<file path="config.mk">
export PLATFORM = sky130hd
export DESIGN_NAME = fsra_ctrl
export DESIGN_NICKNAME = d
export VERILOG_FILES = /design/src/common/fsra_pkg.sv /design/src/design/fsra_ctrl.sv /design/src/design/fsra_sync.sv /design/src/design/fsra_sectmem.sv
export VERILOG_INCLUDE_DIRS = /design/src /design/src/common
export SDC_FILE = /design/constraint.sdc
export NUM_CORES = 1
export LEC_CHECK = 0
export BUFFER_PORTS_ARGS = -buffer_cell sky130_fd_sc_hd__buf_2
export CAP_MARGIN = 15
export CORE_MARGIN = 4
export CORE_UTILIZATION = 35
export CTS_CLUSTER_SIZE = 20
export DETAILED_ROUTE_END_ITERATION = 10
export GPL_TIMING_DRIVEN = 1
export PLACE_DENSITY = 0.56
export SLEW_MARGIN = 10
export SYNTH_ARGS = -nofsm -noshare
export SYNTH_HDL_FRONTEND = slang
export SYNTH_SLANG_ARGS = --single-unit
</file>
<file path="constraint.sdc">
create_clock -name mclk_i -period 2.6 [get_ports mclk_i]
set_clock_uncertainty 0.1 [all_clocks]
set_input_delay 0.13 -clock mclk_i [delete_from_list [all_inputs] [get_ports mclk_i]]
set_output_delay 0.13 -clock mclk_i [all_outputs]
set_load 0.02 [all_outputs]
</file>
<file path="src/common/fsra_cfg.svh">
// Constants for the suspend/resume and acceleration controller.
// Assumes inclusion by the package and the design files by bare name.
`ifndef FSRA_CFG_SVH
`define FSRA_CFG_SVH

`define FSRA_AW 8
`define FSRA_BANKS 4
`define FSRA_BANK_MSB 7
`define FSRA_BANK_LSB 6
`define FSRA_SECT_MSB 7
`define FSRA_SECT_LSB 4
`define FSRA_NSECT 16

`define FSRA_CMD_SUSPEND 16'h00b0
`define FSRA_CMD_RESUME 16'h0030
`define FSRA_CMD_UNLOCK1 16'h00aa
`define FSRA_CMD_UNLOCK2 16'h0055
`define FSRA_CMD_RESET 16'h00f0
`define FSRA_CMD_AUTOSEL 16'h0090
`define FSRA_CMD_BYP_RST2 16'h0000
`define FSRA_CMD_PROG_SETUP 16'h00a0
`define FSRA_CMD_ERASE_SETUP 16'h0080
`define FSRA_CMD_SECT_ERASE 16'h0030
`define FSRA_CMD_CHIP_ERASE 16'h0010

// Times in ns, clock period in ns
`define FSRA_CLK_NS 4
`define FSRA_ESL_NS 20000
`define FSRA_PSL_NS 20000
`define FSRA_SEA_NS 50000
`define FSRA_ESL_CYC (`FSRA_ESL_NS / `FSRA_CLK_NS)
`define FSRA_PSL_CYC (`FSRA_PSL_NS / `FSRA_CLK_NS)
`define FSRA_SEA_CYC ((`FSRA_SEA_NS + `FSRA_CLK_NS - 1) / `FSRA_CLK_NS)
`define FSRA_CNT_W 16

`define FSRA_POLL_BIT 7
`define FSRA_TOG1_BIT 6
`define FSRA_TOG2_BIT 2
`define FSRA_SEA_BIT 3

`endif

</file>
<file path="src/common/fsra_pkg.sv">
// Types for the suspend/resume and acceleration controller.
// Assumes fsra_cfg.svh is on the include path.
package fsra_pkg;
`include "fsra_cfg.svh"

    typedef enum logic [3:0] {
        ST_IDLE = 4'b0000,
        ST_SEA_WIN = 4'b0001,
        ST_ERASE = 4'b0010,
        ST_ES_WAIT = 4'b0011,
        ST_ES_READ = 4'b0100,
        ST_ES_PROG = 4'b0101,
        ST_PROG = 4'b0110,
        ST_PS_WAIT = 4'b0111,
        ST_PS = 4'b1000,
        ST_CHIP_ERASE = 4'b1001
    } fsra_state_e;

    typedef struct packed {
        logic [`FSRA_AW-1:0] addr;
        logic [15:0] data;
    } fsra_wr_s;

    typedef struct packed {
        logic busy;
        logic [15:0] dout;
        logic dout_valid;
    } fsra_rd_s;
endpackage : fsra_pkg

</file>
<file path="src/design/fsra_ctrl.sv">
// Suspend/resume sequencer with acceleration mode for one flash die.
// Assumes host write/read cycles arrive as one-cycle strobes on mclk_i;
// the array itself is outside, reached by a status/data mux here.
//
// Implementation choices: the address-and-strobe port and the register addresses.
`timescale 1ns/1ps
`include "fsra_cfg.svh"

module fsra_ctrl
    import fsra_pkg::*;
(
    input wire logic mclk_i,
    input wire logic nrst_i,
    input wire logic wr_i,
    input wire logic rd_i,
    input wire fsra_wr_s wr_bus_i,
    input wire logic [`FSRA_AW-1:0] rd_addr_i,
    input wire logic [15:0] array_data_i,
    input wire logic accel_voltage_input_i,
    input wire logic accel_low_i,
    input wire logic prog_done_i,
    input wire logic erase_done_i,
    input wire logic buf_abort_i,
    output fsra_rd_s rd_o,
    output logic prog_start_o,
    output logic prog_halt_o,
    output logic erase_halt_o,
    output logic bypass_o,
    output logic autosel_o,
    output logic lock_all_o
);
    fsra_state_e state_r, state_nxt;
    logic [`FSRA_CNT_W-1:0] cnt_r, cnt_nxt;
    logic [1:0] bank_r, bank_nxt;
    logic [2:0] seq_r, seq_nxt;
    logic bypass_r, bypass_nxt;
    logic autosel_r, autosel_nxt;
    logic prog_in_es_r, prog_in_es_nxt;
    logic abort_r, abort_nxt;
    logic tog1_r, tog2_r;
    // Remembers a 90 write so that a following 00 ends bypass
    logic byp_rst1_r;
    logic [1:0] pins;
    logic acc_hv, acc_lo;
    logic sel_hit;

    // Pin levels reach the logic only through both synchroniser stages
    fsra_sync #(.W(2)) u_sync (
        .mclk_i(mclk_i),
        .nrst_i(nrst_i),
        .d_i({accel_voltage_input_i, accel_low_i}),
        .q_o(pins)
    );
    assign acc_hv = pins[1];
    assign acc_lo = pins[0];

    function automatic logic [1:0] bank_of(input logic [`FSRA_AW-1:0] a);
        bank_of = a[`FSRA_BANK_MSB:`FSRA_BANK_LSB];
    endfunction : bank_of

    function automatic logic [3:0] sect_of(input logic [`FSRA_AW-1:0] a);
        sect_of = a[`FSRA_SECT_MSB:`FSRA_SECT_LSB];
    endfunction : sect_of

    wire [15:0] wd = wr_bus_i.data;
    wire [`FSRA_AW-1:0] wa = wr_bus_i.addr;
    wire is_susp = wr_i && wd == `FSRA_CMD_SUSPEND;
    wire is_res = wr_i && wd == `FSRA_CMD_RESUME;
    wire bank_hit = bank_of(wa) == bank_r;
    wire in_es = state_r == ST_ES_READ || state_r == ST_ES_PROG;
    wire unlocked = seq_r == 3'd2;
    wire seq_pos = seq_r == 3'd5;
    wire mem_set = (state_r == ST_SEA_WIN && wr_i
                    && wd == `FSRA_CMD_SECT_ERASE)
                   || (state_r == ST_IDLE && seq_pos && wr_i
                       && wd == `FSRA_CMD_SECT_ERASE);
    wire mem_clr = state_r == ST_IDLE && !seq_pos;

    // Selection is cleared while idle so each erase starts with no sectors
    fsra_sectmem u_mem (
        .mclk_i(mclk_i),
        .nrst_i(nrst_i),
        .set_i(mem_set),
        .clr_all_i(mem_clr),
        .waddr_i(sect_of(wa)),
        .raddr_i(sect_of(rd_addr_i)),
        .rdata_o(sel_hit)
    );

    // Unlock/command sequence tracker shared by all modes
    always_comb begin
        seq_nxt = seq_r;
        if (wr_i) begin
            case (seq_r)
                3'd0: seq_nxt = wd == `FSRA_CMD_UNLOCK1 ? 3'd1 : 3'd0;
                3'd1: seq_nxt = wd == `FSRA_CMD_UNLOCK2 ? 3'd2 : 3'd0;
                3'd2: seq_nxt = wd == `FSRA_CMD_ERASE_SETUP ? 3'd3 : 3'd0;
                3'd3: seq_nxt = wd == `FSRA_CMD_UNLOCK1 ? 3'd4 : 3'd0;
                3'd4: seq_nxt = wd == `FSRA_CMD_UNLOCK2 ? 3'd5 : 3'd0;
                default: seq_nxt = 3'd0;
            endcase
        end
    end

    always_comb begin
        state_nxt = state_r;
        cnt_nxt = cnt_r;
        bank_nxt = bank_r;
        bypass_nxt = bypass_r;
        autosel_nxt = autosel_r;
        prog_in_es_nxt = prog_in_es_r;
        abort_nxt = abort_r;
        prog_start_o = 1'b0;
        if (acc_hv)
            bypass_nxt = 1'b1;
        // Abort recovery waits for unlock, unlock, F0 even in bypass
        if (abort_r && unlocked && wr_i && wd == `FSRA_CMD_RESET)
            abort_nxt = 1'b0;
        // A fresh abort in the cycle of the recovery write wins
        if (buf_abort_i && (bypass_r || acc_hv))
            abort_nxt = 1'b1;
        // Autoselect entry/exit while suspended
        if ((state_r == ST_ES_READ || state_r == ST_PS) && !autosel_r
            && unlocked && wr_i && wd == `FSRA_CMD_AUTOSEL)
            autosel_nxt = 1'b1;
        else if (autosel_r && wr_i && wd == `FSRA_CMD_RESET)
            autosel_nxt = 1'b0;
        case (state_r)
            ST_IDLE: begin
                if (bypass_r && !acc_hv && wr_i) begin
                    // Two-write exit: 90 to bank, then 00
                    if (wd == `FSRA_CMD_AUTOSEL)
                        abort_nxt = abort_r;
                end
                if (seq_pos && wr_i && wd == `FSRA_CMD_SECT_ERASE
                    && !acc_lo && !abort_r) begin
                    state_nxt = ST_SEA_WIN;
                    cnt_nxt = '0;
                    bank_nxt = bank_of(wa);
                end else if (seq_pos && wr_i && wd == `FSRA_CMD_CHIP_ERASE
                             && !acc_lo && !abort_r) begin
                    state_nxt = ST_CHIP_ERASE;
                    // Status reads of the addressed bank see the erase
                    bank_nxt = bank_of(wa);
                end else if (wr_i && wd == `FSRA_CMD_PROG_SETUP
                             && (unlocked || bypass_r) && !acc_lo
                             && !abort_r) begin
                    state_nxt = ST_PROG;
                    prog_start_o = 1'b1;
                end
            end
            ST_SEA_WIN: begin
                cnt_nxt = cnt_r + 1'b1;
                if (is_susp && bank_hit) begin
                    state_nxt = ST_ES_READ;
                end else if (wr_i && wd != `FSRA_CMD_SECT_ERASE
                             && !(seq_r != 3'd0 || wd == `FSRA_CMD_UNLOCK1)) begin
                    state_nxt = ST_IDLE;
                end else if (wr_i) begin
                    cnt_nxt = '0;
                end else if (cnt_r >= `FSRA_CNT_W'(`FSRA_SEA_CYC)) begin
                    state_nxt = ST_ERASE;
                end
            end
            ST_ERASE: begin
                if (erase_done_i)
                    state_nxt = ST_IDLE;
                else if (is_susp && bank_hit) begin
                    state_nxt = ST_ES_WAIT;
                    cnt_nxt = '0;
                end
            end
            ST_ES_WAIT: begin
                cnt_nxt = cnt_r + 1'b1;
                if (cnt_r >= `FSRA_CNT_W'(`FSRA_ESL_CYC - 1))
                    state_nxt = ST_ES_READ;
            end
            ST_ES_READ: begin
                if (is_res && bank_hit && !autosel_r)
                    state_nxt = ST_ERASE;
                else if (wr_i && wd == `FSRA_CMD_PROG_SETUP
                         && (unlocked || bypass_r) && !autosel_r) begin
                    state_nxt = ST_ES_PROG;
                    prog_start_o = 1'b1;
                    prog_in_es_nxt = 1'b1;
                end
            end
            ST_ES_PROG, ST_PROG: begin
                if (prog_done_i) begin
                    state_nxt = prog_in_es_r ? ST_ES_READ : ST_IDLE;
                    prog_in_es_nxt = 1'b0;
                end else if (is_susp) begin
                    state_nxt = ST_PS_WAIT;
                    cnt_nxt = '0;
                end
            end
            ST_PS_WAIT: begin
                cnt_nxt = cnt_r + 1'b1;
                if (cnt_r >= `FSRA_CNT_W'(`FSRA_PSL_CYC - 1))
                    state_nxt = ST_PS;
            end
            ST_PS: begin
                if (is_res && !autosel_r)
                    state_nxt = prog_in_es_r ? ST_ES_PROG : ST_PROG;
            end
            ST_CHIP_ERASE: begin
                // Suspend written here is dropped
                if (erase_done_i)
                    state_nxt = ST_IDLE;
            end
            default: state_nxt = ST_IDLE;
        endcase
        // Explicit bypass exit once the high voltage is gone
        if (bypass_r && !acc_hv && byp_rst1_r && wr_i
            && wd == `FSRA_CMD_BYP_RST2)
            bypass_nxt = 1'b0;
    end

    always_ff @(posedge mclk_i) begin
        if (!nrst_i)
            byp_rst1_r <= 1'b0;
        else if (wr_i)
            byp_rst1_r <= bypass_r && wd == `FSRA_CMD_AUTOSEL;
    end

    always_ff @(posedge mclk_i) begin
        if (!nrst_i) begin
            state_r <= ST_IDLE;
            cnt_r <= '0;
            bank_r <= '0;
            seq_r <= '0;
            bypass_r <= 1'b0;
            autosel_r <= 1'b0;
            prog_in_es_r <= 1'b0;
            abort_r <= 1'b0;
        end else begin
            state_r <= state_nxt;
            cnt_r <= cnt_nxt;
            bank_r <= bank_nxt;
            seq_r <= seq_nxt;
            bypass_r <= bypass_nxt;
            autosel_r <= autosel_nxt;
            prog_in_es_r <= prog_in_es_nxt;
            abort_r <= abort_nxt;
        end
    end

    // Read path: status or array, one cycle after rd_i
    wire busy = state_r == ST_ERASE || state_r == ST_PROG
                || state_r == ST_ES_PROG || state_r == ST_CHIP_ERASE
                || state_r == ST_SEA_WIN;
    wire susp_wait = state_r == ST_ES_WAIT || state_r == ST_PS_WAIT;
    logic rd_bank_hit, rd_q;
    logic [15:0] arr_q;

    always_ff @(posedge mclk_i) begin
        if (!nrst_i) begin
            rd_bank_hit <= 1'b0;
            rd_q <= 1'b0;
            arr_q <= '0;
            tog1_r <= 1'b0;
            tog2_r <= 1'b0;
        end else begin
            rd_bank_hit <= bank_of(rd_addr_i) == bank_r;
            rd_q <= rd_i;
            arr_q <= array_data_i;
            if (rd_i && busy && bank_of(rd_addr_i) == bank_r)
                tog1_r <= ~tog1_r;
            if (rd_i && (in_es || state_r == ST_ERASE)
                && bank_of(rd_addr_i) == bank_r)
                tog2_r <= ~tog2_r;
        end
    end

    // Status word is formed from the state and toggle bits seen with the read data
    logic [15:0] stat_w;
    always_comb begin
        stat_w = '0;
        stat_w[`FSRA_POLL_BIT] = in_es || state_r == ST_PS;
        stat_w[`FSRA_TOG1_BIT] = tog1_r;
        stat_w[`FSRA_TOG2_BIT] = tog2_r;
        stat_w[`FSRA_SEA_BIT] = state_r != ST_SEA_WIN;
    end

    wire show_stat = rd_bank_hit && (busy || susp_wait
                     || (sel_hit && in_es && !autosel_r));
    assign rd_o.dout = show_stat ? stat_w : arr_q;
    // Invalid for reads of the bank_r bank while the suspend is settling, or in nested suspended sectors
    assign rd_o.dout_valid = rd_q && !(rd_bank_hit && susp_wait)
                             && !(state_r == ST_PS && prog_in_es_r
                                  && sel_hit && !autosel_r);
    assign rd_o.busy = busy || susp_wait;
    assign prog_halt_o = state_r == ST_PS;
    // Erase stays suspended underneath a nested program suspend
    assign erase_halt_o = in_es || (prog_in_es_r && (state_r == ST_PS
                          || state_r == ST_PS_WAIT));
    assign bypass_o = bypass_r;
    assign autosel_o = autosel_r;
    assign lock_all_o = acc_lo;
endmodule : fsra_ctrl

</file>
<file path="src/design/fsra_sync.sv">
// Two flip-flop synchroniser for the acceleration pin levels.
// Assumes pin levels are asynchronous to mclk_i.
`timescale 1ns/1ps
module fsra_sync #(
    parameter int W = 2
) (
    input wire logic mclk_i,
    input wire logic nrst_i,
    input wire logic [W-1:0] d_i,
    output logic [W-1:0] q_o
);
    logic [W-1:0] meta_r;
    logic [W-1:0] q_r;

    always_ff @(posedge mclk_i) begin
        if (!nrst_i) begin
            meta_r <= '0;
            q_r <= '0;
        end else begin
            meta_r <= d_i;
            q_r <= meta_r;
        end
    end
    assign q_o = q_r;
endmodule : fsra_sync

</file>
<file path="src/design/fsra_sectmem.sv">
// Per-sector erase selection memory with registered read data.
// Assumes one clock; write and clear-all are from the sequencer.
`timescale 1ns/1ps
`include "fsra_cfg.svh"
module fsra_sectmem
    import fsra_pkg::*;
(
    input wire logic mclk_i,
    input wire logic nrst_i,
    input wire logic set_i,
    input wire logic clr_all_i,
    input wire logic [3:0] waddr_i,
    input wire logic [3:0] raddr_i,
    output logic rdata_o
);
    logic [`FSRA_NSECT-1:0] sel_r;
    logic rdata_r;

    always_ff @(posedge mclk_i) begin
        if (!nrst_i) begin
            sel_r <= '0;
            rdata_r <= 1'b0;
        end else begin
            if (clr_all_i)
                sel_r <= '0;
            else if (set_i)
                sel_r[waddr_i] <= 1'b1;
            rdata_r <= sel_r[raddr_i];
        end
    end
    assign rdata_o = rdata_r;
endmodule : fsra_sectmem

</file>
; After elaboration in Yosys (flattened, before gate mapping)
; Index checks and enable logic that the tools add are counted.
[word_totals]
register_bits = 71
in_bits = 57
wordCells = 231
output_inout_bits = 24
[classes]
eq_ne = 46
n_reduce_logical = 98
n_mux = 59
bitwise = 4
order_cmp = 5
addsub = 1
[ops]
columns = op, count
row1 = 2-to-1 mux 16 bit, 9
row2 = == test 16 x 8 -> 1 bit (second input constant), 6
row3 = one-hot mux 16 bit (5 select lines), 1
row4 = 2-to-1 mux 4 bit, 17
row5 = logical AND 1 bit, 57
row6 = one-hot mux 4 bit (9 select lines), 1
row7 = 2-to-1 mux 1 bit, 18
row8 = != test 2 bit (second input constant), 9
row9 = logical OR 1 bit, 17
row10 = adder 16 x 1 -> 16 bit (second input constant), 1
row11 = == test 16 x 5 -> 1 bit (second input constant), 1
row12 = == test 16 x 6 -> 1 bit (second input constant), 1
row13 = == test 16 x 7 -> 1 bit (second input constant), 1
row14 = == test 4 x 3 -> 1 bit (second input constant), 4
row15 = greater-or-equal comparator 16 x 13 -> 1 bit (second input constant), 1
row16 = greater-or-equal comparator 16 x 14 -> 1 bit (second input constant), 1
row17 = zero test 16 bit, 1
row18 = != test 16 x 6 -> 1 bit (second input constant), 1
row19 = OR 16 bit, 1
row20 = one-hot mux 3 bit (5 select lines), 1
row21 = != test 4 x 1 -> 1 bit (second input constant), 3
row22 = < comparator 4 x 5 -> 1 bit (second input constant), 2
row23 = 2-to-1 mux 2 bit, 5
row24 = AND reduction 10 bit, 1
row25 = other kinds (27), 53

; Depth between registers and ports, before layout
; Gate-level depths: netlist (run 1).
[logic_depth]
depth_word = 9
depth_mapped = 9
mapped_depth_nobuf = 7

; By module
; From an unflattened synthesis (run 1), not the netlist that was laid out.
[hier_totals]
cells_unflattened = 459
hier_area_um2 = 3858.7
[by_module_without_submodules]
columns = module, area_per_inst_um2, cells_per_inst, seq_area_each_um2, instances
row1 = fsra_ctrl, 3051.7, 375, 1001.0, 1
row2 = fsra_sectmem, 701.9, 76, 340.3, 1
row3 = fsra_sync, 105.1, 8, 80.1, 1

; Worst setup path after synthesis (run 1)
; Ideal clock, no wire load.
[synth_path]
kind = flip-flop to flip-flop
from = reg bank_r[0]
to = reg cnt_r[12]
arrival_ps = 2256
setup_time_ps = 70
stages_incl_launch_ff = 8
required_ps = 2430
path_buffers = 1
synth_period_minus_slack_ps = 2426
setup_slack_ps = 174
cell_sequence = dfxtp_1 > xor2_1 > o31ai_1 > o211ai_1 > or4_4 > buf_6 > or4_1 > a21oi_1
[synth_via]
elab_chain_cells = 4
word_cells_on_any_way = 6
classes_between = eq/ne: 2 / mux: 2 / reduce/logical: 2
[synth_rtl]
columns = element, line
row1 = "start, declared", fsra_ctrl.sv:34  ; logic [1:0] bank_r, bank_nxt;
row2 = "start signal, assigned", fsra_ctrl.sv:239  ; bank_r <= bank_nxt;
row3 = == test 2 bit *, fsra_ctrl.sv:69  ; wire bank_hit = bank_of(wa) == bank_r;
row4 = logical AND 1 bit *, "fsra_ctrl.sv:154, fsra_ctrl.sv:168"
row5 = 2-to-1 mux 16 bit / != test 2 bit (equally long branches), -
row6 = one-hot mux 16 bit (5 select lines) / AND reduction 6 bit (equally long branches), -
row7 = "end signal, assigned", fsra_ctrl.sv:238  ; cnt_r <= cnt_nxt;
row8 = "end, declared", fsra_ctrl.sv:33  ; logic [`FSRA_CNT_W-1:0] cnt_r, cnt_nxt;
; Every way passes the cells marked *; elsewhere a longest branch is shown, timed or not.
; A chain may end at the register's enable or synchronous reset.

; Worst setup path in the final report (run 1)
[layout_path]
from = in wr_bus_i[22] (netlist name)
to = reg cnt_r[12]
[layout_via]
elab_chain_cells = 4
word_cells_on_any_way = 6
classes_between = eq/ne: 2 / mux: 2 / reduce/logical: 2
[layout_rtl]
columns = element, line
row1 = "start, declared", fsra_ctrl.sv:16  ; input wire fsra_wr_s wr_bus_i,
row2 = == test 2 bit *, fsra_ctrl.sv:69
row3 = logical AND 1 bit *, "fsra_ctrl.sv:154, fsra_ctrl.sv:168"
row4 = 2-to-1 mux 16 bit / != test 2 bit (equally long branches), -
row5 = one-hot mux 16 bit (5 select lines) / AND reduction 6 bit (equally long branches), -
; Marks and branches as above.

==> summary.md, run 1 <==
| Metric | Value |
|---|---|
| Max-slew violations | `0` |
| Run status | `finished clean` |
| First-pass GRT wire length | `17500 µm` |
| Slowest-stage cell, CP | `or4_4` |
| Clk_lat worst skew | `around 0.36 ns` |
| Largest family of logic cells by synthesized area | `simple AND/OR/NAND/NOR gates` |
| CP endpoint kind | `register` |
| Register bit count reported by yosys | `71` |
| WP data required | `approximately 2.8 ns` |
| Diodes inserted | `0` |
| Max_cap viols | `0` |
| Root buffer cell | `clkbuf_8` |
| Tot Pwr | `3200 µW` |
| Gr busiest metal | `met2` |
| Synthesized instance count | `455` |
| Adder-cell share of the synthesized area | `0.00913` |
| DR pass1 iterations | `5` |
| Worst path bufs/invs | `2` |
| Initial antenna violation count | `0` |
| Starting Density | `0.365` |
| HP Class | `primary input to register` |
| Fmax | `0.411 GHz` |
| Grt ovf | `0` |
| Clock sink count | `71` |
| Post-synthesis compound-gate area fraction | `0.155` |
| Worst path max stage delay | `a little over 0.6 ns` |
| Setup crit start kind | `primary input` |
| H-tree Lvls | `3` |
| GRT met2 Usage | `0.275` |
| Unrepaired setup endpoints after global routing | `false` |
| Largest net degree at the start of global routing | `32` |
| Rel. slew slack | `0.288` |
| Synth-to-layout area growth | `26.9%` |
| Crit path time final | `2.44 ns` |
| Via-to-Cell Ratio | `5.34` |
| Cell area after synthesis | `3840 µm²` |
| Initial drt markers | `214` |
| Simple-gate area share of the yosys netlist | `0.332` |
| Synth Net Count | `514` |
| Clock Pin Slew Worst Setup and Hold Paths | `about 0.080 ns` |
| Avg Cell Area, Syn | `8.43 µm²` |
| Crit share post-route | `0.937` |
| CP arrival | `2.63 ns` |
| Cell Rows | `37` |
| Top Ports | `81` |
| Setup TNS | `0 ns` |
| Number of vias in the routed layout | `roughly 3700` |
| GRT Overall Usage | `0.168` |
| Crit path cell chain | `dlygate4sd3_1 > buf_2 > xor2_1 > o31ai_1 > o211ai_1 > or4_4 > or4_1 > a21oi_1` |
| Largest cells by area after synthesis | `dfxtp_1 (37%), and2_1 (5.5%), nor2_1 (5.5%), a21oi_1 (4.0%), mux4_2 (2.9%)` |
| Area leader, netlist | `dfxtp_1` |
| Fin. Hold Viols | `0` |
| Worst Setup Path Type | `primary input to register` |
| Top_reg_cell synth | `dfxtp_1` |
| Critical Path Fanout Max | `11` |
| Die Span Y | `113 µm` |
| Antenna viol nets, final | `0` |
| CORE AREA | `10500 µm²` |
| Share of the synthesized area in the top cell type | `0.371` |
| Num CTS Buffers | `9` |
| Met3 usage | `0.0465` |
| Vias in the first global route | `3546` |
| Slew @ Worst Pin | `1.06 ns` |
| DRC Markers | `0` |
| Die ar. | `12700 µm²` |
| Fill count | `around 1000` |
| Power per Cell Area | `657 nW/µm²` |
| Share of layout cells above drive strength 1 | `0.241` |
| VDD IR max | `302 µV` |
| Mux cell area share after synthesis | `0.0483` |
| Chip width | `113 µm` |
| Nets | `618` |
| Synth async-reset ratio | `0` |
| Crit path max-delay family | `simple AND/OR/NAND/NOR gates` |
| EDFF count, synth | `0` |
| Xor/xnor share of the synthesized area | `0.0365` |
| Post-DP HPWL | `7660 µm` |
| Clock tree buffer depth | `2` |
| CTS tree | `yes` |
| Static leakage | `between 0.0015 and 0.002 µW` |
| GR Util met1 | `0.221` |
| Routed len/inst | `14.9 µm` |
| Post-CTS setup repair buffer count | `0` |
| Synth warn | `0` |
| Synth unique cells | `63` |
| RD Place Congestion | `0.908` |
| PortBufs | `72` |
| Seq/Total Area, Yosys | `0.371` |
| Post-Route WL | `approximately 10000 µm` |
| Final setup viols | `0` |
-- kinds of logic (layout without fill, tap and decap cells) --
| logic type | Yosys count | in the layout |
|---|---|---|
| xor+xnor | 16 | 16 |
| buf+inv | 40 | 149 |
| fa+ha+maj | 3 | 3 |
| simple gates | 224 | 224 |
| mux | 12 | 12 |
| compound gates | 89 | 89 |
| flops | 71 | 71 |
-- sequential cells by signal, indices dropped and copies added (netlist names), 2 cells and up --
| signal | cells |
|---|---|
| seq_r | 3 |
| state_r | 4 |
| bank_r | 2 |
| u_sync.meta_r | 2 |
| u_mem.sel_r | 16 |
| cnt_r | 16 |
| arr_q | 16 |
| u_sync.q_o | 2 |
-- worst min-delay path, cell delays in order --
cell and delay (ns):
buf_2 0.10, o21a_1 0.10, o41ai_1 0.06, a21oi_1 0.05
-- synthesized netlist by cell type, types with 3 or more instances --
library cell  count
or3_1             3
xnor2_1           9
clkbuf_1         20
and4_1            3
mux2i_1           5
nand3b_1          3
nor2b_1           8
nand2_1          27
and2_1           34
nor2_1           56
nand2b_1          4
buf_6             4
nand4b_1          4
o21ai_0          12
xor2_1            7
o31ai_1           7
or4_1             5
dfxtp_1          71
nand3_1          17
nor4b_1           4
a31oi_1          10
nor4_1           10
nor3_1           12
a21oi_1          31
inv_1            14
nor3b_1           4
mux4_2            5
nand4_1          16
o21a_1            5
-- final cells by class --
type	instances	area [µm²]	share of cell area
clock buffer	11	151	0.0311
clock inverter	5	56.3	0.0116
inverter	14	52.6	0.0108
multi-input combinational	344	2240	0.461
sequential	71	1420	0.292
tap	136	170	0.0350
timing repair buffer	119	771	0.158
-- path summary, 6_finish.rpt --
| kind | startpoint | slack [ns] | cells past startpoint | to |
|---|---|---|---|---|
| worst max register to register | state_r[1]$_SDFFE_PN0P_ | 0.20 | 6 | cnt_r[12]$_SDFFE_PN0P_ |
| worst min-delay path | buf_abort_i | 0.03 | 4 | abort_r$_SDFFE_PN0P_ |
| worst min register to register | u_sync.meta_r[0]$_SDFF_PN0_ | 0.33 | 1 | u_sync.q_o[0]$_SDFF_PN0_ |
| worst max-delay path | wr_bus_i[22] | 0.16 | 8 | cnt_r[12]$_SDFFE_PN0P_ |
-- repair_timing --
action                                  in CTS  in global routing
resized for setup                            0                  4
endpoints found under the setup margin       0                  4
hold endpoints to repair                    24                  0
hold buffers                                23                  0
-- cells in the final DEF, fill, tap and decap left out, types with 4 or more instances in the layout --
master          n
a21oi_1        30
a31oi_1         9
and2_1         34
buf_2          72
buf_4          24
clkbuf_8       11
dfxtp_1        70
dlygate4sd3_1  23
inv_1          14
mux2i_1         5
mux4_2          5
nand2_1        27
nand2b_1        4
nand3_1        17
nand4_1        16
nand4b_1        4
nor2_1         56
nor2b_1         8
nor3_1         11
nor3b_1         4
nor4_1         10
nor4b_1         4
o21a_1          5
o21ai_0        12
o31ai_1         7
or4_1           5
xnor2_1         9
xor2_1          7
-- metrics by stage --
stage           util  std cells  setup WS [ns]  hold slack [ns]  area [µm²]
2_1_floorplan      -        455          0.174            0.152        3840
3_3_place_gp   0.420        661          0.164            0.238        4410
3_5_place_dp   0.420        661          0.128            0.240        4410
4_1_cts        0.462        700         0.0593         0.000487        4850
5_1_grt        0.463        700         0.0445           0.0105        4870
6_report       0.463        700          0.164           0.0296        4870
-- where the power goes --
part,switching [µW],leakage [µW],internal (µW)
combinational,623,0.00119,442
sequential,72.9,0.000579,1140
clock,431,0.000105,493
-- routing by layer --
| metal | wire length, µm | vias up |
|---|---|---|
| li1 | - | 1851 |
| met1 | 4800 | 1757 |
| met2 | 4890 | 121 |
| met3 | 686 | 12 |
| met4 | 93 | 0 |
| met5 | 0 | - |
(Power assumes the default switching activity.)
==> inputs of run 2 (changes only) <==
--- a/config.mk
+++ b/config.mk
@@ -10,10 +10,10 @@
 export CAP_MARGIN = 15
 export CORE_MARGIN = 4
 export CORE_UTILIZATION = 35
-export CTS_CLUSTER_SIZE = 20
+export CTS_CLUSTER_SIZE = 28
 export DETAILED_ROUTE_END_ITERATION = 10
 export GPL_TIMING_DRIVEN = 1
-export PLACE_DENSITY = 0.56
+export PLACE_DENSITY_LB_ADDON = 0.2
 export SLEW_MARGIN = 10
 export SYNTH_ARGS = -nofsm -noshare
 export SYNTH_HDL_FRONTEND = slang
==> summary.md, run 2 (same netlist as run 1, synthesis figures left out) <==
| Metric | Value |
|---|---|
| Routed len/inst | `14.8 µm (-0.82%)` |
| Root buffer cell | `clkbuf_8` |
| Design area | `4860 µm² (about the same)` |
| Placed Instance Area | `4440 µm² (+0.51%)` |
| Cell Rows | `37 (unchanged)` |
| PortBufs | `72 (unchanged)` |
| H-tree Lvls | `3 (unchanged)` |
| RD Place Congestion | `0.909 (+0.15%)` |
| Nets | `621 (+0.49%)` |
| Clock Pin Slew Worst Setup and Hold Paths | `0.08 ns (about the same)` |
| CORE AREA | `10500 µm² (unchanged)` |
| Fmax | `0.405 GHz (-1.4%)` |
| Antenna viol nets, final | `0 (unchanged)` |
| Starting Density | `0.365 (unchanged)` |
| Gr busiest metal | `met2` |
| Die Span Y | `113 µm (unchanged)` |
| Most common cell after layout, fill and taps aside | `buf_2` |
| Share of layout cells above drive strength 1 | `0.242 (+0.000488)` |
| CP arrival | `2.24 ns (-0.39 ns)` |
| R2r setup slk | `0.20 ns (about the same)` |
| Crit path launch | `seq_r[1]$_SDFFE_PN0P_` |
| CP endpoint kind | `primary output` |
| Num CTS Buffers | `9 (unchanged)` |
| Post-DP HPWL | `7730 µm (+0.99%)` |
| Met3 usage | `0.0369 (-0.00963)` |
| Grt ovf | `0 (unchanged)` |
| Initial antenna violation count | `0 (unchanged)` |
| Setup crit start kind | `register` |
| Clk_lat worst skew | `0.35 ns (about the same)` |
| GRT Overall Usage | `0.166 (-0.00218)` |
| R2r endpoint | `cnt_r[12]$_SDFFE_PN0P_` |
| WP data required | `2.37 ns (-0.42 ns)` |
| Via-to-Cell Ratio | `5.29 (-0.93%)` |
| Setup Slack @ Placement | `0.147 ns (+0.0199 ns)` |
| Setup crit end | `prog_start_o` |
| Final setup viols | `0 (unchanged)` |
| Initial drt markers | `240 (+12%)` |
| Hold path startpoint | `wr_bus_i[20]` |
| First-pass GRT wire length | `17300 µm (-1.1%)` |
| Most frequent cells in the layout | `buf_2 (73), dfxtp_1 (71), nor2_1 (56)` |
| Die ar. | `12700 µm² (unchanged)` |
| Chip width | `113 µm (unchanged)` |
| DRC Markers | `0 (unchanged)` |
| Clock sink count | `71 (unchanged)` |
| Clock tree buffer depth | `2 (unchanged)` |
| HP Class | `primary input to register` |
| Rel. slew slack | `0.270 (-0.0186)` |
| Static leakage | `0.00188 µW (+0.35%)` |
| GR Util met1 | `0.213 (-0.00867)` |
| Fin. Hold Viols | `0 (unchanged)` |
| Top flop regs | `arr_q (16), cnt_r (16), u_mem.sel_r (16)` |
| Diodes inserted | `0 (unchanged)` |
| Crit path time final | `2.47 ns (+0.0353 ns)` |
| Synth-to-layout area growth | `26.8% (about the same)` |
| FF-to-FF Start | `state_r[0]$_SDFFE_PN0P_` |
| Run status | `finished clean` |
| Worst Setup Path Type | `register to primary output` |
| Largest net degree at the start of global routing | `32 (unchanged)` |
| Number of cells on the worst hold path | `3 (-1)` |
| Post-Route WL | `10400 µm (-0.39%)` |
| VDD IR max | `529 µV (+75%)` |
| Crit share post-route | `0.950 (+0.0136)` |
| R2R depth | `6 (unchanged)` |
| GRT met2 Usage | `0.280 (+0.00474)` |
| Setup ws final | `0.129 ns (-0.0353 ns)` |
| Power per Cell Area | `652 nW/µm² (-0.75%)` |
| Max_cap viols | `0 (unchanged)` |
| Max-slew violations | `0 (unchanged)` |
| CTS tree | `yes` |
| Slew @ Worst Pin | `1.09 ns (+0.0277 ns)` |
| Vias in the first global route | `3611 (+1.8%)` |
| DR pass1 iterations | `4 (-1)` |
| Top Ports | `81 (unchanged)` |
| Critical Path Fanout Max | `9 (-2)` |
| Number of vias in the routed layout | `3722 (-0.51%)` |
run 2: changes by cell type in the layout (fill, tap and decap cells not counted), sizes merged:
cell,before,now
clkinv,3,4
clkinvlp,1,0
buf,96,101
dlygate4sd3,23,21
run 2: power by group:
group	switching [µW]	internal, µW
sequential	66.8	1130
combinational	630	453
clock	419	469
total	1120	2060
run 2: through the flow:
| step | power (µW) | util | hold WS [ns] | instances | setup TNS [ns] |
|---|---|---|---|---|---|
| finish | 3170 | 0.463 | 0.0160 | 703 | 0 |
| global route | 3350 | 0.463 | 0.0287 | 703 | -0.00165 |
| CTS | 3190 | 0.461 | 0.000505 | 701 | 0 |
| detailed placement | 2270 | 0.422 | 0.240 | 664 | 0 |
| global placement | 2260 | 0.422 | 0.236 | 664 | 0 |
| floorplan | 1890 | - | 0.152 | 455 | 0 |
run 2: how the worst min path moves through the flow:
stage	endpoint	slack [ns]
floorplan	rd_q$_SDFF_PN0_	0.15
global placement	arr_q[14]$_SDFF_PN0_	0.24
detailed placement	arr_q[1]$_SDFF_PN0_	0.24
CTS	bank_r[1]$_SDFFE_PN0P_	0.0005
global route	bank_r[1]$_SDFFE_PN0P_	0.03
finish	u_mem.sel_r[15]$_SDFFE_PP0P_	0.02
run 2: worst max-delay path, stage by stage (launching register included):
cell	delay [ns]
dfxtp_1	0.47
and3b_1	0.28
and4b_1	0.24
a21oi_1	0.37
a22oi_1	0.12
nor2_1	0.20
buf_2	0.21
run 2: timing repair:
action,4_1_cts,5_1_grt
hold endpoints to repair,22,0
buffers inserted,0,2
hold buffers,21,0
resized for setup,0,1
endpoints found under the setup margin,0,2
run 2: layout make-up:
cell class,instances,area [µm²]
clock buffers,11,141
flip-flops and latches,71,1420
well taps,136,170
clock inverters,5,57.6
repair buffers,122,786
fillers,1018,5640
inverters,14,52.6
multi-input cells,344,2240
run 2: layer usage:
metal	vias to the layer above	routed length, µm
met3	12	493
met1	1752	4810
met4	0	131
met2	95	4990
met5	-	0
li1	1863	-
==> inputs of run 3 (changes only) <==
--- a/config.mk
+++ b/config.mk
@@ -6,6 +6,8 @@
 export SDC_FILE = /design/constraint.sdc
 export NUM_CORES = 1
 export LEC_CHECK = 0
+export ABC_AREA = 1
+export ABC_CLOCK_PERIOD_IN_PS = 2600
 export BUFFER_PORTS_ARGS = -buffer_cell sky130_fd_sc_hd__buf_2
 export CAP_MARGIN = 15
 export CORE_MARGIN = 4
==> summary.md, run 3 <==
| Metric | Value |
|---|---|
| Most frequent cells after synthesis | `nand2_1 (141), inv_1 (109), nor2_1 (107)` |
| VDD IR max | `425 µV (-20%)` |
| Final setup viols | `0 (unchanged)` |
| Starting Density | `0.362 (-0.00336)` |
| Vias in the first global route | `4110 (+14%)` |
| Slowest-stage cell, CP | `dfxtp_1` |
| Number of vias in the routed layout | `4362 (+17%)` |
| Crit path cell chain | `inv_2 > nand2_1 > nor2_1 > a31o_2 > nand2_1 > clkinvlp_4 > buf_12 > nand2_1 > nand2_1 > buf_2` |
| Chip width | `117 µm (+4.1%)` |
| R2r setup slk | `0.45 ns (+0.25 ns)` |
| Synth-to-layout area growth | `24.3%` |
| Seq/Total Area, Yosys | `0.340 (-0.0307)` |
| Crit path time final | `2.36 ns (-0.107 ns)` |
| Max-slew violations | `0 (unchanged)` |
| Post-DP HPWL | `8770 µm (+13%)` |
| Register bit count reported by yosys | `71 (unchanged)` |
| Antenna viol nets, final | `0 (unchanged)` |
| Synth Net Count | `720 (+40%)` |
| Slew @ Worst Pin | `0.559 ns (-0.530 ns)` |
| Power per Cell Area | `689 nW/µm² (+5.7%)` |
| Critical Path Fanout Max | `13 (+4)` |
| First-pass GRT wire length | `19400 µm (+12%)` |
| Top_reg_cell synth | `dfxtp_1` |
| CTS tree | `yes` |
| Rel. slew slack | `0.627 (+0.357)` |
| Largest cells by area after synthesis | `dfxtp_1 (34%), nand2_1 (13%), inv_1 (9.8%), nor2_1 (9.6%), nand3_1 (5.6%)` |
| Initial drt markers | `179 (-25%)` |
| Area leader, netlist | `dfxtp_1` |
| Design area | `5200 µm² (+6.9%)` |
| Nets | `818 (+32%)` |
| Die Span Y | `117 µm (+4.1%)` |
| Diodes inserted | `0 (unchanged)` |
| Fmax | `0.423 GHz (+4.5%)` |
| WP data required | `2.37 ns (about the same)` |
| Largest net degree at the start of global routing | `24 (-25%)` |
| CORE AREA | `11600 µm² (+10%)` |
| Most common cell after layout, fill and taps aside | `nand2_1` |
| Most frequent cells in the layout | `nand2_1 (141), inv_1 (108), nor2_1 (107)` |
| DRC Markers | `0 (unchanged)` |
| Worst Setup Path Type | `register to primary output` |
| CP endpoint kind | `primary output` |
| Initial antenna violation count | `0 (unchanged)` |
| Static leakage | `0.00240 µW (+28%)` |
| RD Place Congestion | `0.936 (+2.9%)` |
| Crit path max-delay family | `buffers and inverters` |
| Unrepaired setup endpoints after global routing | `false` |
| Setup crit start kind | `register` |
| Synth warn | `0 (unchanged)` |
| Synthesized instance count | `661 (+45%)` |
| Root buffer cell | `clkbuf_16` |
| Clock sink count | `71 (unchanged)` |
| HP Class | `primary input to register` |
| CP arrival | `2.13 ns (-0.11 ns)` |
| Num CTS Buffers | `9 (unchanged)` |
| Synth unique cells | `38 (-40%)` |
| Cell area after synthesis | `4180 µm² (+9.0%)` |
| EDFF count, synth | `0 (unchanged)` |
| Worst path bufs/invs | `4 (+3)` |
| Crit share post-route | `0.909 (-0.0412)` |
| Via-to-Cell Ratio | `4.83 (-8.8%)` |
| Share of the synthesized area in the top cell type | `0.340 (-0.0307)` |
| Run status | `finished clean` |
| Avg Cell Area, Syn | `6.33 µm² (-25%)` |
| Placed Instance Area | `4700 µm² (+6.0%)` |
| Routed len/inst | `12.7 µm (-15%)` |
| Grt ovf | `0 (unchanged)` |
| Clock Pin Slew Worst Setup and Hold Paths | `0.05 ns (-0.03 ns)` |
| FF-to-FF Start | `seq_r[1]$_SDFFE_PN0P_` |
| PortBufs | `72 (unchanged)` |
| Top-count cell post-synth | `nand2_1` |
| Clk_lat worst skew | `0.33 ns (-0.02 ns)` |
| Tot Pwr | `3580 µW (+13%)` |
| Top Ports | `81 (unchanged)` |
| Synth async-reset ratio | `0 (unchanged)` |
| Setup TNS | `0 ns (unchanged)` |
| Crit path launch | `state_r[3]$_SDFFE_PN0P_` |
| Share of layout cells above drive strength 1 | `0.179 (-0.0627)` |
| Post-Route WL | `11400 µm (+9.7%)` |
| Fill count | `1215 (+19%)` |
| Top flop regs | `arr_q (16), cnt_r (16), u_mem.sel_r (16)` |
| Hold_ws | `0.0111 ns (-0.00492 ns)` |
| DR pass1 iterations | `5 (+1)` |
| Worst path max stage delay | `0.47 ns (about the same)` |
| Max_cap viols | `0 (unchanged)` |
| Most common cell type on the critical path | `nand2_1` |
| Clock tree buffer depth | `2 (unchanged)` |
| H-tree Lvls | `3 (unchanged)` |
| Die ar. | `13800 µm² (+8.4%)` |
| Cell Rows | `39 (+5.4%)` |
| Fin. Hold Viols | `0 (unchanged)` |
| Hold path startpoint | `buf_abort_i` |
| GRT Overall Usage | `0.169 (+0.00368)` |
==> run 3: kinds of logic (layout without fill, tap and decap cells) <==
| kind of cell | Yosys count | in the layout | synth area share |
|---|---|---|---|
| and+or+nand+nor | 366 | 366 | 0.403 |
| buffers and inverters | 128 | 227 | 0.120 |
| AOI/OAI and AO/OA | 84 | 84 | 0.110 |
| DFF | 71 | 71 | 0.340 |
| xor gates and xnor gates | 10 | 10 | 0.0209 |
| adders and majority gates | 2 | 2 | 0.00598 |
==> run 3: cell type report <==
cell class | count | area (µm²) | share of cell area
Timing Repair Buffer | 99 | 626 | 0.120
Sequential cell | 71 | 1420 | 0.273
Tap cell | 143 | 179 | 0.0344
Multi-Input combinational cell | 462 | 2260 | 0.435
Clock inverter | 2 | 35.0 | 0.00674
Inverter | 116 | 439 | 0.0845
Clock buffer | 10 | 239 | 0.0460
==> run 3: per-stage QoR <==
step | instances | setup slack (ns) | util
after detailed placement | 870 | 0.420 | 0.406
final | 903 | 0.236 | 0.450
after global routing | 903 | 0.0452 | 0.450
after global placement | 870 | 0.463 | 0.406
after CTS | 902 | 0.162 | 0.447
after floorplan | 661 | 0.653 | -
==> run 3: layer usage <==
layer / vias up / track usage / share of wire
li1: 2276 / - / -
met1: 1954 / 0.228 / 0.48
met2: 122 / 0.270 / 0.44
met3: 10 / 0.0366 / 0.063
met4: 0 / 0.0579 / 0.014
met5: - / 0 / 0
==> run 3: power by group <==
| group | total [µW] | leakage, µW | internal [µW] | switching, µW |
|---|---|---|---|---|
| sequential | 1220 | 0.000579 | 1150 | 63.5 |
| clock | 1170 | 0.000136 | 744 | 422 |
| combinational | 1200 | 0.00169 | 390 | 808 |
| total | 3580 | 0.00240 | 2290 | 1290 |
==> run 3: path summary, 6_finish.rpt <==
kind / to / depth (start not counted)
worst max-delay path: rd_o[3] / 10
worst min-delay path: abort_r$_SDFFE_PN0P_ / 3
worst max register to register: cnt_r[2]$_SDFFE_PN0P_ / 10
worst min register to register: u_sync.q_o[0]$_SDFF_PN0_ / 2
==> run 3: worst min-delay path: cells and delay by family <==
kind                   cells  cell delay [ns]
buffers and inverters      1             0.10
AO/OA/AOI/OAI              2             0.15
==> run 3: what timing repair did <==
action                                  in CTS  in global routing
resized for setup                            0                  1
hold endpoints to repair                    20                  0
endpoints found under the setup margin       0                  1
hold buffers                                20                  0
buffers inserted                             0                  1
